**src/ussfw_pkg.sv**
```systemverilog
// Purpose: Shared constants and types for the UART sample/status block
// Assumes: APB byte address is four times the register index
// Notes:   One channel, 8 data bits, one stop bit, optional parity
package ussfw_pkg;

	// ==========================================================
	// Bus geometry
	localparam int unsigned ADDR_W = 12;
	localparam int unsigned DATA_W = 32;

	// ==========================================================
	// Register indices (byte address = index * 4)
	localparam logic [9:0] IDX_LINE_FMT = 10'h003;
	localparam logic [9:0] IDX_SPECIAL  = 10'h007;
	localparam logic [9:0] IDX_SAMPLE   = 10'h016;
	localparam logic [9:0] IDX_GLOBAL   = 10'h017;
	localparam logic [9:0] IDX_RXWIN_LO = 10'h100;
	localparam logic [9:0] IDX_RXWIN_HI = 10'h17F;
	localparam logic [9:0] IDX_LSWIN_LO = 10'h180;
	localparam logic [9:0] IDX_LSWIN_HI = 10'h1FF;

	// ==========================================================
	// Reset values
	localparam logic [3:0] SAMPLE_RST  = 4'h0;
	localparam logic [7:0] SPECIAL_RST = 8'h00;
	localparam logic [1:0] FMT_RST     = 2'h0;
	localparam logic [7:0] GLOBAL_RST  = 8'h00;

	// ==========================================================
	// Field positions
	localparam int unsigned SPECIAL_TXCNT_BIT = 7;
	localparam int unsigned FMT_PAR_EN        = 0;
	localparam int unsigned FMT_PAR_ODD       = 1;
	localparam int unsigned GS_RX_AVAIL       = 0;
	localparam int unsigned GS_OVERRUN        = 1;
	localparam int unsigned GS_PARITY         = 2;
	localparam int unsigned GS_FRAME          = 3;
	localparam int unsigned GS_BREAK          = 4;
	localparam int unsigned GS_TX_EMPTY       = 5;
	localparam int unsigned GS_TX_DONE        = 6;
	localparam int unsigned GS_RX_ERR         = 7;

	// ==========================================================
	// Sample code decoding
	localparam logic [3:0] SAMPLE_MAX_CODE = 4'hC;
	localparam logic [4:0] SAMPLES_BASE    = 5'h10;
	localparam logic [4:0] SAMPLES_MIN     = 5'h04;

	// ==========================================================
	// Queues and timing
	localparam int unsigned FIFO_DEPTH = 64;
	localparam int unsigned CNT_W      = 7;
	localparam logic [15:0] SAMPLE_DIV = 16'h0044;

	// ==========================================================
	// State types
	typedef enum logic [2:0] {
		RX_IDLE, RX_START, RX_DATA, RX_PAR, RX_STOP, RX_HOLD
	} ussfw_rx_state_t;

	typedef enum logic [2:0] {
		TX_IDLE, TX_START, TX_DATA, TX_PAR, TX_STOP
	} ussfw_tx_state_t;

endpackage

```
**src/ussfw_top.sv**
```systemverilog
// Purpose: UART channel with sample count, global status and queue windows
// Assumes: APB3 master, 8 data bits, one stop bit
// Notes:   One wait state on every APB access
// Overview of operation
// - Sample code n gives 16 minus n samples, 4 samples for codes above 12
// - Sample register at 16h, upper nibble zero
// - Special bit 7 shows transmit count instead
// - Status bit 0: receive queue not empty
// - Status bit 1: character lost, queue full
// - Status bits 2,3: parity and framing errors
// - Status bit 4: break on receive line
// - Status bit 5: transmit queue empty
// - Status bit 6: transmit shifter empty
// - Status bit 7: errored character queued
// - Reads 100h-17Fh return receive data
// - Writes 100h-17Fh load transmit queue
// - Reads 180h-1FFh return line-state entry
module ussfw_top (
	// Clock and reset
	input  wire logic                           MCLK,
	input  wire logic                           RST_B,
	// APB slave
	input  wire logic                           PSEL,
	input  wire logic                           PENABLE,
	input  wire logic                           PWRITE,
	input  wire logic [ussfw_pkg::ADDR_W-1:0]   PADDR,
	input  wire logic [ussfw_pkg::DATA_W-1:0]   PWDATA,
	output      logic [ussfw_pkg::DATA_W-1:0]   PRDATA,
	output      logic                           PREADY,
	output      logic                           PSLVERR,
	// Serial line
	input  wire logic                           RXD,
	output      logic                           TXD
);
	// ==========================================================
	// Helpers
	function automatic logic in_range(input logic [9:0] idx,
		input logic [9:0] lo, input logic [9:0] hi);
		in_range = (idx >= lo) && (idx <= hi);
	endfunction

	function automatic logic [4:0] samples_per_bit(input logic [3:0] code);
		if (code > ussfw_pkg::SAMPLE_MAX_CODE) begin
			samples_per_bit = ussfw_pkg::SAMPLES_MIN;
		end else begin
			samples_per_bit = 5'(ussfw_pkg::SAMPLES_BASE - {1'b0, code});
		end
	endfunction

	// ==========================================================
	// Registers
	logic [7:0]                       special_function_select_reg;
	logic [1:0]                       line_fmt_reg;
	logic [3:0]                       sample_code_reg;
	logic [7:0]                       global_line_state_reg;
	logic                             ovr_st_reg;
	logic                             par_st_reg;
	logic                             frm_st_reg;
	logic                             brk_st_reg;
	logic [ussfw_pkg::CNT_W:0]        rx_err_cnt_reg;
	logic [ussfw_pkg::DATA_W-1:0]     prdata_reg;
	logic                             pready_reg;
	logic                             pslverr_reg;
	logic                             rxd_s1_reg;
	logic                             rxd_s2_reg;
	logic                             rxd_s3_reg;
	logic                             rx_line_reg;
	logic [15:0]                      div_cnt_reg;
	ussfw_pkg::ussfw_rx_state_t       rx_state_reg;
	logic [4:0]                       rx_cnt_reg;
	logic [2:0]                       rx_bit_reg;
	logic [7:0]                       rx_shift_reg;
	logic                             rx_perr_reg;
	ussfw_pkg::ussfw_tx_state_t       tx_state_reg;
	logic [4:0]                       tx_cnt_reg;
	logic [2:0]                       tx_bit_reg;
	logic [7:0]                       tx_shift_reg;
	logic                             tx_par_reg;
	logic                             txd_reg;

	// ==========================================================
	// Bus decode
	wire [9:0]  idx         = PADDR[11:2];
	wire        hit_fmt     = (idx == ussfw_pkg::IDX_LINE_FMT);
	wire        hit_special = (idx == ussfw_pkg::IDX_SPECIAL);
	wire        hit_sample  = (idx == ussfw_pkg::IDX_SAMPLE);
	wire        hit_global  = (idx == ussfw_pkg::IDX_GLOBAL);
	wire        hit_rxwin   = in_range(idx, ussfw_pkg::IDX_RXWIN_LO,
		ussfw_pkg::IDX_RXWIN_HI);
	wire        hit_lswin   = in_range(idx, ussfw_pkg::IDX_LSWIN_LO,
		ussfw_pkg::IDX_LSWIN_HI);
	wire        mapped      = hit_fmt | hit_special | hit_sample
		| hit_global | hit_rxwin | hit_lswin;
	wire        access      = PSEL & PENABLE;
	wire        pready_next = access & ~pready_reg;
	wire        done        = access & pready_reg;
	wire        wr_done     = done & PWRITE;
	wire        rd_done     = done & ~PWRITE;
	wire        txcnt_sel   =
		special_function_select_reg[ussfw_pkg::SPECIAL_TXCNT_BIT];

	// ==========================================================
	// Queues
	wire [15:0]                 rx_head;
	wire [ussfw_pkg::CNT_W:0]   rx_count;
	wire                        rx_empty;
	wire                        rx_full;
	wire [7:0]                  tx_head;
	wire [ussfw_pkg::CNT_W:0]   tx_count;
	wire                        tx_empty;
	wire                        tx_full;
	wire                        rx_pop  = rd_done & hit_rxwin & ~rx_empty;
	wire                        tx_push = wr_done & hit_rxwin & ~tx_full;
	wire                        tx_pop;
	wire                        rx_push;
	wire [7:0]                  rx_entry;

	ussfw_fifo #(.W(16)) u_rx_fifo (
		.clk       (MCLK),
		.rst_b     (RST_B),
		.push      (rx_push & ~rx_full),
		.push_data ({rx_entry, rx_shift_reg}),
		.pop       (rx_pop),
		.head      (rx_head),
		.count     (rx_count),
		.empty     (rx_empty),
		.full      (rx_full)
	);

	ussfw_fifo #(.W(8)) u_tx_fifo (
		.clk       (MCLK),
		.rst_b     (RST_B),
		.push      (tx_push),
		.push_data (PWDATA[7:0]),
		.pop       (tx_pop),
		.head      (tx_head),
		.count     (tx_count),
		.empty     (tx_empty),
		.full      (tx_full)
	);

	// ==========================================================
	// Read mux
	wire [7:0] sample_view = txcnt_sel ? 8'(tx_count)
		: {4'h0, sample_code_reg};
	wire [7:0] rxwin_view  = rx_empty ? 8'h00 : rx_head[7:0];
	wire [7:0] lswin_view  = rx_empty ? 8'h00 : rx_head[15:8];
	wire [7:0] rd_byte     =
		hit_fmt     ? {6'h00, line_fmt_reg} :
		hit_special ? special_function_select_reg :
		hit_sample  ? sample_view :
		hit_global  ? global_line_state_reg :
		hit_rxwin   ? rxwin_view :
		hit_lswin   ? lswin_view : 8'h00;

	// ==========================================================
	// APB answer
	always_ff @(posedge MCLK) begin
		if (!RST_B) begin
			pready_reg  <= 1'b0;
			prdata_reg  <= '0;
			pslverr_reg <= 1'b0;
		end else begin
			pready_reg <= pready_next;
			if (pready_next) begin
				prdata_reg  <= PWRITE ? '0 : {24'h000000, rd_byte};
				pslverr_reg <= ~mapped;
			end
		end
	end

	assign PRDATA  = prdata_reg;
	assign PREADY  = pready_reg;
	assign PSLVERR = pslverr_reg;

	// ==========================================================
	// Control registers
	always_ff @(posedge MCLK) begin
		if (!RST_B) begin
			special_function_select_reg <= ussfw_pkg::SPECIAL_RST;
			line_fmt_reg                <= ussfw_pkg::FMT_RST;
			sample_code_reg             <= ussfw_pkg::SAMPLE_RST;
		end else if (wr_done) begin
			if (hit_special) begin
				special_function_select_reg <= PWDATA[7:0];
			end
			if (hit_fmt) begin
				line_fmt_reg <= PWDATA[1:0];
			end
			if (hit_sample && !txcnt_sel) begin
				sample_code_reg <= PWDATA[3:0];
			end
		end
	end

	wire [4:0] n_samp = samples_per_bit(sample_code_reg);
	wire [4:0] n_last = n_samp - 5'h01;
	wire [4:0] n_half = {1'b0, n_samp[4:1]};

	// ==========================================================
	// Sample tick and input synchroniser
	wire tick = (div_cnt_reg == ussfw_pkg::SAMPLE_DIV - 16'h0001);

	always_ff @(posedge MCLK) begin
		if (!RST_B) begin
			div_cnt_reg <= '0;
			rxd_s1_reg  <= 1'b1;
			rxd_s2_reg  <= 1'b1;
			rxd_s3_reg  <= 1'b1;
			rx_line_reg <= 1'b1;
		end else begin
			div_cnt_reg <= tick ? 16'h0000 : div_cnt_reg + 16'h0001;
			rxd_s1_reg  <= RXD;
			rxd_s2_reg  <= rxd_s1_reg;
			rxd_s3_reg  <= rxd_s2_reg;
			if (rxd_s2_reg == rxd_s3_reg) begin
				rx_line_reg <= rxd_s3_reg;
			end
		end
	end

	// ==========================================================
	// Receiver
	wire rx_end  = tick & (rx_cnt_reg == n_last);
	wire rx_brk  = ~rx_line_reg & (rx_shift_reg == 8'h00);
	wire rx_frm  = ~rx_line_reg & ~rx_brk;
	wire rx_err  = rx_perr_reg | rx_frm | rx_brk;
	assign rx_push = (rx_state_reg == ussfw_pkg::RX_STOP) & rx_end;
	assign rx_entry = {rx_err, 2'b00, rx_brk, rx_frm, rx_perr_reg, 2'b00};

	always_ff @(posedge MCLK) begin
		if (!RST_B) begin
			rx_state_reg <= ussfw_pkg::RX_IDLE;
			rx_cnt_reg   <= '0;
			rx_bit_reg   <= '0;
			rx_shift_reg <= '0;
			rx_perr_reg  <= 1'b0;
		end else begin
			case (rx_state_reg)
			ussfw_pkg::RX_IDLE: begin
				rx_cnt_reg  <= '0;
				rx_perr_reg <= 1'b0;
				if (!rx_line_reg) begin
					rx_state_reg <= ussfw_pkg::RX_START;
				end
			end
			ussfw_pkg::RX_START: begin
				if (tick && rx_cnt_reg == n_half) begin
					rx_cnt_reg   <= '0;
					rx_bit_reg   <= '0;
					rx_state_reg <= rx_line_reg ? ussfw_pkg::RX_IDLE
						: ussfw_pkg::RX_DATA;
				end else if (tick) begin
					rx_cnt_reg <= rx_cnt_reg + 5'h01;
				end
			end
			ussfw_pkg::RX_DATA: begin
				if (rx_end) begin
					rx_cnt_reg   <= '0;
					rx_shift_reg <= {rx_line_reg, rx_shift_reg[7:1]};
					rx_bit_reg   <= rx_bit_reg + 3'h1;
					if (rx_bit_reg == 3'h7) begin
						rx_state_reg <= line_fmt_reg[ussfw_pkg::FMT_PAR_EN]
							? ussfw_pkg::RX_PAR : ussfw_pkg::RX_STOP;
					end
				end else if (tick) begin
					rx_cnt_reg <= rx_cnt_reg + 5'h01;
				end
			end
			ussfw_pkg::RX_PAR: begin
				if (rx_end) begin
					rx_cnt_reg   <= '0;
					rx_perr_reg  <= ^{rx_shift_reg, rx_line_reg,
						line_fmt_reg[ussfw_pkg::FMT_PAR_ODD]};
					rx_state_reg <= ussfw_pkg::RX_STOP;
				end else if (tick) begin
					rx_cnt_reg <= rx_cnt_reg + 5'h01;
				end
			end
			ussfw_pkg::RX_STOP: begin
				if (rx_end) begin
					rx_state_reg <= ussfw_pkg::RX_HOLD;
				end else if (tick) begin
					rx_cnt_reg <= rx_cnt_reg + 5'h01;
				end
			end
			ussfw_pkg::RX_HOLD: begin
				if (rx_line_reg) begin
					rx_state_reg <= ussfw_pkg::RX_IDLE;
				end
			end
			default: rx_state_reg <= ussfw_pkg::RX_IDLE;
			endcase
		end
	end

	// ==========================================================
	// Transmitter
	wire tx_end = tick & (tx_cnt_reg == n_last);
	assign tx_pop = (tx_state_reg == ussfw_pkg::TX_IDLE) & ~tx_empty;

	always_ff @(posedge MCLK) begin
		if (!RST_B) begin
			tx_state_reg <= ussfw_pkg::TX_IDLE;
			tx_cnt_reg   <= '0;
			tx_bit_reg   <= '0;
			tx_shift_reg <= '0;
			tx_par_reg   <= 1'b0;
			txd_reg      <= 1'b1;
		end else begin
			if (tx_end || tx_state_reg == ussfw_pkg::TX_IDLE) begin
				tx_cnt_reg <= '0;
			end else if (tick) begin
				tx_cnt_reg <= tx_cnt_reg + 5'h01;
			end
			case (tx_state_reg)
			ussfw_pkg::TX_IDLE: begin
				if (tx_pop) begin
					tx_shift_reg <= tx_head;
					tx_par_reg   <= ^{tx_head,
						line_fmt_reg[ussfw_pkg::FMT_PAR_ODD]};
					txd_reg      <= 1'b0;
					tx_state_reg <= ussfw_pkg::TX_START;
				end
			end
			ussfw_pkg::TX_START: begin
				if (tx_end) begin
					txd_reg      <= tx_shift_reg[0];
					tx_bit_reg   <= '0;
					tx_state_reg <= ussfw_pkg::TX_DATA;
				end
			end
			ussfw_pkg::TX_DATA: begin
				if (tx_end && tx_bit_reg == 3'h7) begin
					if (line_fmt_reg[ussfw_pkg::FMT_PAR_EN]) begin
						txd_reg      <= tx_par_reg;
						tx_state_reg <= ussfw_pkg::TX_PAR;
					end else begin
						txd_reg      <= 1'b1;
						tx_state_reg <= ussfw_pkg::TX_STOP;
					end
				end else if (tx_end) begin
					txd_reg      <= tx_shift_reg[1];
					tx_shift_reg <= {1'b0, tx_shift_reg[7:1]};
					tx_bit_reg   <= tx_bit_reg + 3'h1;
				end
			end
			ussfw_pkg::TX_PAR: begin
				if (tx_end) begin
					txd_reg      <= 1'b1;
					tx_state_reg <= ussfw_pkg::TX_STOP;
				end
			end
			ussfw_pkg::TX_STOP: begin
				if (tx_end) begin
					tx_state_reg <= ussfw_pkg::TX_IDLE;
				end
			end
			default: tx_state_reg <= ussfw_pkg::TX_IDLE;
			endcase
		end
	end

	assign TXD = txd_reg;

	// ==========================================================
	// Global line state
	wire gs_clr  = rd_done & hit_global;
	wire push_ok = rx_push & ~rx_full;
	wire pop_err = rx_pop & rx_head[8 + ussfw_pkg::GS_RX_ERR];
	wire [7:0] gs_next;

	assign gs_next[ussfw_pkg::GS_RX_AVAIL] = ~rx_empty;
	assign gs_next[ussfw_pkg::GS_OVERRUN]  = ovr_st_reg;
	assign gs_next[ussfw_pkg::GS_PARITY]   = par_st_reg;
	assign gs_next[ussfw_pkg::GS_FRAME]    = frm_st_reg;
	assign gs_next[ussfw_pkg::GS_BREAK]    = brk_st_reg;
	assign gs_next[ussfw_pkg::GS_TX_EMPTY] = tx_empty;
	assign gs_next[ussfw_pkg::GS_TX_DONE]  = tx_empty
		& (tx_state_reg == ussfw_pkg::TX_IDLE);
	assign gs_next[ussfw_pkg::GS_RX_ERR]   = (rx_err_cnt_reg != '0);

	always_ff @(posedge MCLK) begin
		if (!RST_B) begin
			global_line_state_reg <= ussfw_pkg::GLOBAL_RST;
			ovr_st_reg            <= 1'b0;
			par_st_reg            <= 1'b0;
			frm_st_reg            <= 1'b0;
			brk_st_reg            <= 1'b0;
			rx_err_cnt_reg        <= '0;
		end else begin
			global_line_state_reg <= gs_next;
			ovr_st_reg <= (rx_push & rx_full) | (ovr_st_reg & ~gs_clr);
			par_st_reg <= (push_ok & rx_perr_reg) | (par_st_reg & ~gs_clr);
			frm_st_reg <= (push_ok & rx_frm) | (frm_st_reg & ~gs_clr);
			brk_st_reg <= (push_ok & rx_brk) | (brk_st_reg & ~gs_clr);
			rx_err_cnt_reg <= rx_err_cnt_reg
				+ (ussfw_pkg::CNT_W+1)'(push_ok & rx_err)
				- (ussfw_pkg::CNT_W+1)'(pop_err);
		end
	end

endmodule

```
**src/ussfw_fifo.sv**
```systemverilog
// Purpose: Synchronous first-word-fall-through queue
// Assumes: Caller never pushes when full nor pops when empty
// Notes:   Count is one bit wider than the pointers
module ussfw_fifo #(
	parameter int unsigned W = 8
) (
	// Clock and reset
	input  wire logic                          clk,
	input  wire logic                          rst_b,
	// Write side
	input  wire logic                          push,
	input  wire logic [W-1:0]                  push_data,
	// Read side
	input  wire logic                          pop,
	output      logic [W-1:0]                  head,
	// Fill state
	output      logic [ussfw_pkg::CNT_W:0]     count,
	output      logic                          empty,
	output      logic                          full
);
	// ==========================================================
	// Storage and pointers
	logic [W-1:0]                  mem [ussfw_pkg::FIFO_DEPTH];
	logic [ussfw_pkg::CNT_W-1:0]   wr_ptr_reg;
	logic [ussfw_pkg::CNT_W-1:0]   rd_ptr_reg;
	logic [ussfw_pkg::CNT_W:0]     count_reg;
	wire                           do_push;
	wire                           do_pop;

	assign do_push = push & ~full;
	assign do_pop  = pop & ~empty;
	assign head    = mem[rd_ptr_reg[ussfw_pkg::CNT_W-2:0]];
	assign count   = count_reg;
	assign empty   = (count_reg == '0);
	assign full    = (count_reg == (ussfw_pkg::CNT_W+1)'(ussfw_pkg::FIFO_DEPTH));

	always_ff @(posedge clk) begin
		if (do_push) begin
			mem[wr_ptr_reg[ussfw_pkg::CNT_W-2:0]] <= push_data;
		end
	end

	always_ff @(posedge clk) begin
		if (!rst_b) begin
			wr_ptr_reg <= '0;
			rd_ptr_reg <= '0;
			count_reg  <= '0;
		end else begin
			wr_ptr_reg <= wr_ptr_reg + ussfw_pkg::CNT_W'(do_push);
			rd_ptr_reg <= rd_ptr_reg + ussfw_pkg::CNT_W'(do_pop);
			count_reg  <= count_reg + (ussfw_pkg::CNT_W+1)'(do_push)
				- (ussfw_pkg::CNT_W+1)'(do_pop);
		end
	end

endmodule

```
**config.mk**
```make
export PLATFORM = sky130hd
export DESIGN_NAME = ussfw_top
export DESIGN_NICKNAME = d
export VERILOG_FILES = /design/src/ussfw_pkg.sv /design/src/ussfw_top.sv /design/src/ussfw_fifo.sv
export SDC_FILE = /design/constraint.sdc
export NUM_CORES = 2
export LEC_CHECK = 0
export CAP_MARGIN = 0
export CORE_MARGIN = 5
export CORE_UTILIZATION = 39
export DETAILED_ROUTE_END_ITERATION = 16
export DONT_BUFFER_PORTS = 1
export HOLD_SLACK_MARGIN = 0.12
export MAX_ROUTING_LAYER = met4
export PLACE_DENSITY = 0.67
export SLEW_MARGIN = 20
export SYNTH_ARGS = -nofsm -noshare
export SYNTH_HDL_FRONTEND = slang
export SYNTH_SLANG_ARGS = --single-unit
```
**constraint.sdc**
```tcl
create_clock -name MCLK -period 4.1 [get_ports MCLK]
set_input_delay 0.205 -clock MCLK [delete_from_list [all_inputs] [get_ports MCLK]]
set_output_delay 0.205 -clock MCLK [all_outputs]
set_load 0.05 [all_outputs]
```
==> summary.txt <==
Synth
  – Yosys cell types: 72
  – Synth warn: 0
  – Gate Count Post-Synth: 3277
  – Area leader, netlist: edfxtp_1
  – Top post-synthesis cells by area: edfxtp_1, mux4_2, dfxtp_1
  – Post-Syn Area: 57200 um^2
  – Multiplexer area fraction after synthesis: 0.137
  – Synth top area share: 0.672
  – Largest family of logic cells by synthesized area: multiplexers
  – #FFs+latches synth: 1425
  – Synth Area in Adders: 0.0133
  – Compound-gate portion of the synthesized area: 0.0477
  – Post-synth EDFFs: 1280
  – Simple-Gate Fraction of Synth Area: 0.0454
  – Synth Area in XOR/XNOR: 0.0125
  – Post-synthesis sequential area ratio: 0.723
  – Main synth FF type: edfxtp_1
  – Avg Cell Area, Syn: 17.4 um^2
  – Asr flop ratio synth: 0

Route
  – Post-route ant nets: 0
  – First drt pass iteration count: 8
  – Vias per Instance: 5.53
  – Routed wire per std cell: 23.7 um
  – Final wirelength: 131000 um
  – DRC viols: 0
  – Via count: 30800
  – DR iter-0 viols: 3210

CTS
  – Clock sink total: 1425
  – CTS tree: built
  – Reg clk slew, reported paths: 60 ps
  – Clock tree buffer depth: 3
  – Clock Latency Late Sink: 740 ps
  – Htree depth: 4
  – CTS Buf Count: 135
  – Clock Tree Root: clkbuf_16

Timing
  – Tcrit/Tclk final: 0.963
  – Fin crit period: 3950 ps
  – Fin worst setup slack: 151 ps
  – Slew headroom: 0.295
  – Slew Limit Fails: 0
  – Final Hold Fails: 0
  – Fmax achieved: 0.253 GHz
  – RSZ-0062 raised after global routing: yes
  – Finish-stage setup viols: 0
  – Clock Skew: 22.6 ps
  – Worst slew pin tran: 1050 ps

Power
  – Lkg Pwr: 20.6 nW
  – Pwr dens: 488 nW/um^2
  – VDD IR max: 381 uV

Placement
  – Port buffer count: 0
  – Place WS: 82.0 ps
  – Dpl cells: 5272
  – DP Area: 60800 um^2
  – RePlAce Congestion: 0.837
  – Dpl hpwl: 79600 um

Worst setup path
  – CP max FO: 8
  – Setup slack, reg-to-reg: 150 ps
  – Startpoint types: flop
  – Worst r2r dst: rx_err_cnt_reg[6]
  – Reg2Reg Launch Point: sample_code_reg[0]
  – Worst EP required: 4700 ps
  – Crit path to: rx_err_cnt_reg[6]
  – Crit Path Class: flop to flop
  – Critical Path Source: sample_code_reg[0]
  – CP arrival: 4550 ps
  – R2R cell count: 21
  – CP endpoint kind: flop

Hold path
  – HP Class: primary input to flop

Layout
  – Share of layout cells above drive strength 1: 0.209
  – Post-route cell area: 65800 um^2
  – Final nets: 3637
  – Layout Cells excl Fill: 5556
  – Leading cell types in the layout, fill and taps excluded: edfxtp_1, nor2_1, buf_4
  – Max reg flops: 768
  – Layout area overhead: 15.1%
  – Commonest non-fill, non-tap cell in the layout: edfxtp_1

Floorplanning
  – Die ar.: 154000 um^2
  – Core area: 146000 um^2
  – Initial core utilization: 0.392
  – I/O pins: 85
  – Die Y: 393 um
  – Row cnt: 140
  – Die W: 393 um

GRT
  – Tot GR Track Use: 0.174
  – Global-route wire length before repair: 197000 um
  – GRT Residual Overflow: 0
  – Vias in the first global route: 30300
  – Initial antenna violation count: 4
  – Largest net degree at the start of global routing: 68

Job
  – Number of max-cap violations: 0

Outcome
  – Status: finished, final reports clean
synthesized netlist by cell type, drive strengths merged (4+ instances only):
library cell,n
o21bai,9
nand3b,9
and3,7
a2111oi,7
o21ai,45
nand3,35
o22ai,41
or4,5
dfxtp,145
or3b,4
o211ai,8
nor2b,17
mux2i,236
mux4,242
xnor2,41
a211oi,35
nor3,18
a221oi,20
nor4,11
nand2b,14
a22oi,23
edfxtp,1280
and2,23
a21o,4
clkbuf,96
nand2,119
nand4,15
o221ai,80
buf,104
inv,61
nor2,279
a21oi,92
ha,56
xor2,37
or3,9
how the worst min path moves through the flow:
| stage | start | end | slack, ps | depth (start not counted) |
|---|---|---|---|---|
| 2_1_floorplan | PWDATA[0] | u_tx_fifo.mem[0][0] | 300 | 0 |
| 3_5_place_dp | RST_B | rxd_s3_reg | 310 | 1 |
| 4_1_cts | PADDR[8] | PRDATA[1] | 150 | 6 |
| 3_3_place_gp | RST_B | rxd_s1_reg | 290 | 1 |
| 6_report | PADDR[8] | PRDATA[1] | 220 | 6 |
| 5_1_grt | PADDR[8] | PRDATA[1] | 230 | 6 |
metal layers:
| layer | global-route usage | vias up | routed length (um) |
|---|---|---|---|
| met5 | - | - | 0 |
| met4 | 0.0433 | 0 | 2640 |
| met3 | 0.0348 | 187 | 9850 |
| met2 | 0.275 | 1181 | 63400 |
| met1 | 0.235 | 15900 | 55600 |
| li1 | - | 13500 | - |
logic make-up after synthesis:
kind of cell / after synthesis
AO/OA/AOI/OAI: 394
XOR/XNOR: 79
adder cells (fa/ha/maj): 59
buffers and inverters: 264
flip-flops: 1425
multiplexers: 479
other: 1
AND/OR/NAND/NOR: 576
stage by stage:
stage / power [mW] / setup TNS [ps] / util / hold slack, ps
floorplan: 18.9 / 0 / - / 304
global placement: 19.8 / 0 / 0.417 / 288
detailed placement: 19.9 / 0 / 0.417 / 307
CTS: 32.4 / 0 / 0.451 / 152
global route: 33.3 / -200 / 0.451 / 235
finish: 32.1 / 0 / 0.451 / 216
final cells by class:
class | count | area [um^2]
Tap cell | 1917 | 2400
Timing Repair Buffer | 291 | 2560
Clock buffer | 172 | 3660
Sequential cell | 1425 | 41400
Inverter | 64 | 244
Multi-Input combinational cell | 1611 | 14800
Clock inverter | 72 | 721
Fill cell | 12400 | 79900
Antenna cell | 4 | 10.0
critical path: stages (launching register included):
cell and delay [ps]:
dfxtp_2 320, buf_4 150, or4b_1 470, or3_4 350, nand4_4 120, xor2_2 140, nand4_1 210, a211oi_4 280
nand2_1 110, ha_1 280, inv_1 60, ha_2 180, inv_2 40, fa_2 340, inv_2 60, a21oi_2 40
o21bai_1 190, a21oi_1 90, nor2_1 110, nor2_1 60, xor2_1 140, nor2_1 50
power breakdown:
part           leakage, nW  switching [mW]  internal [mW]
clock                 2.14            5.28           7.16
combinational         5.77            1.96           1.71
sequential            12.6           0.213           15.8
timing repair:
| item | 4_1_cts | 5_1_grt |
|---|---|---|
| endpoints found under the hold margin | 590 | 0 |
| setup buffers | 0 | 3 |
| hold buffers | 32 | 0 |
| resized for setup | 0 | 23 |
| setup endpoints to repair | 0 | 4 |
Power figures use the tool's default switching activity.
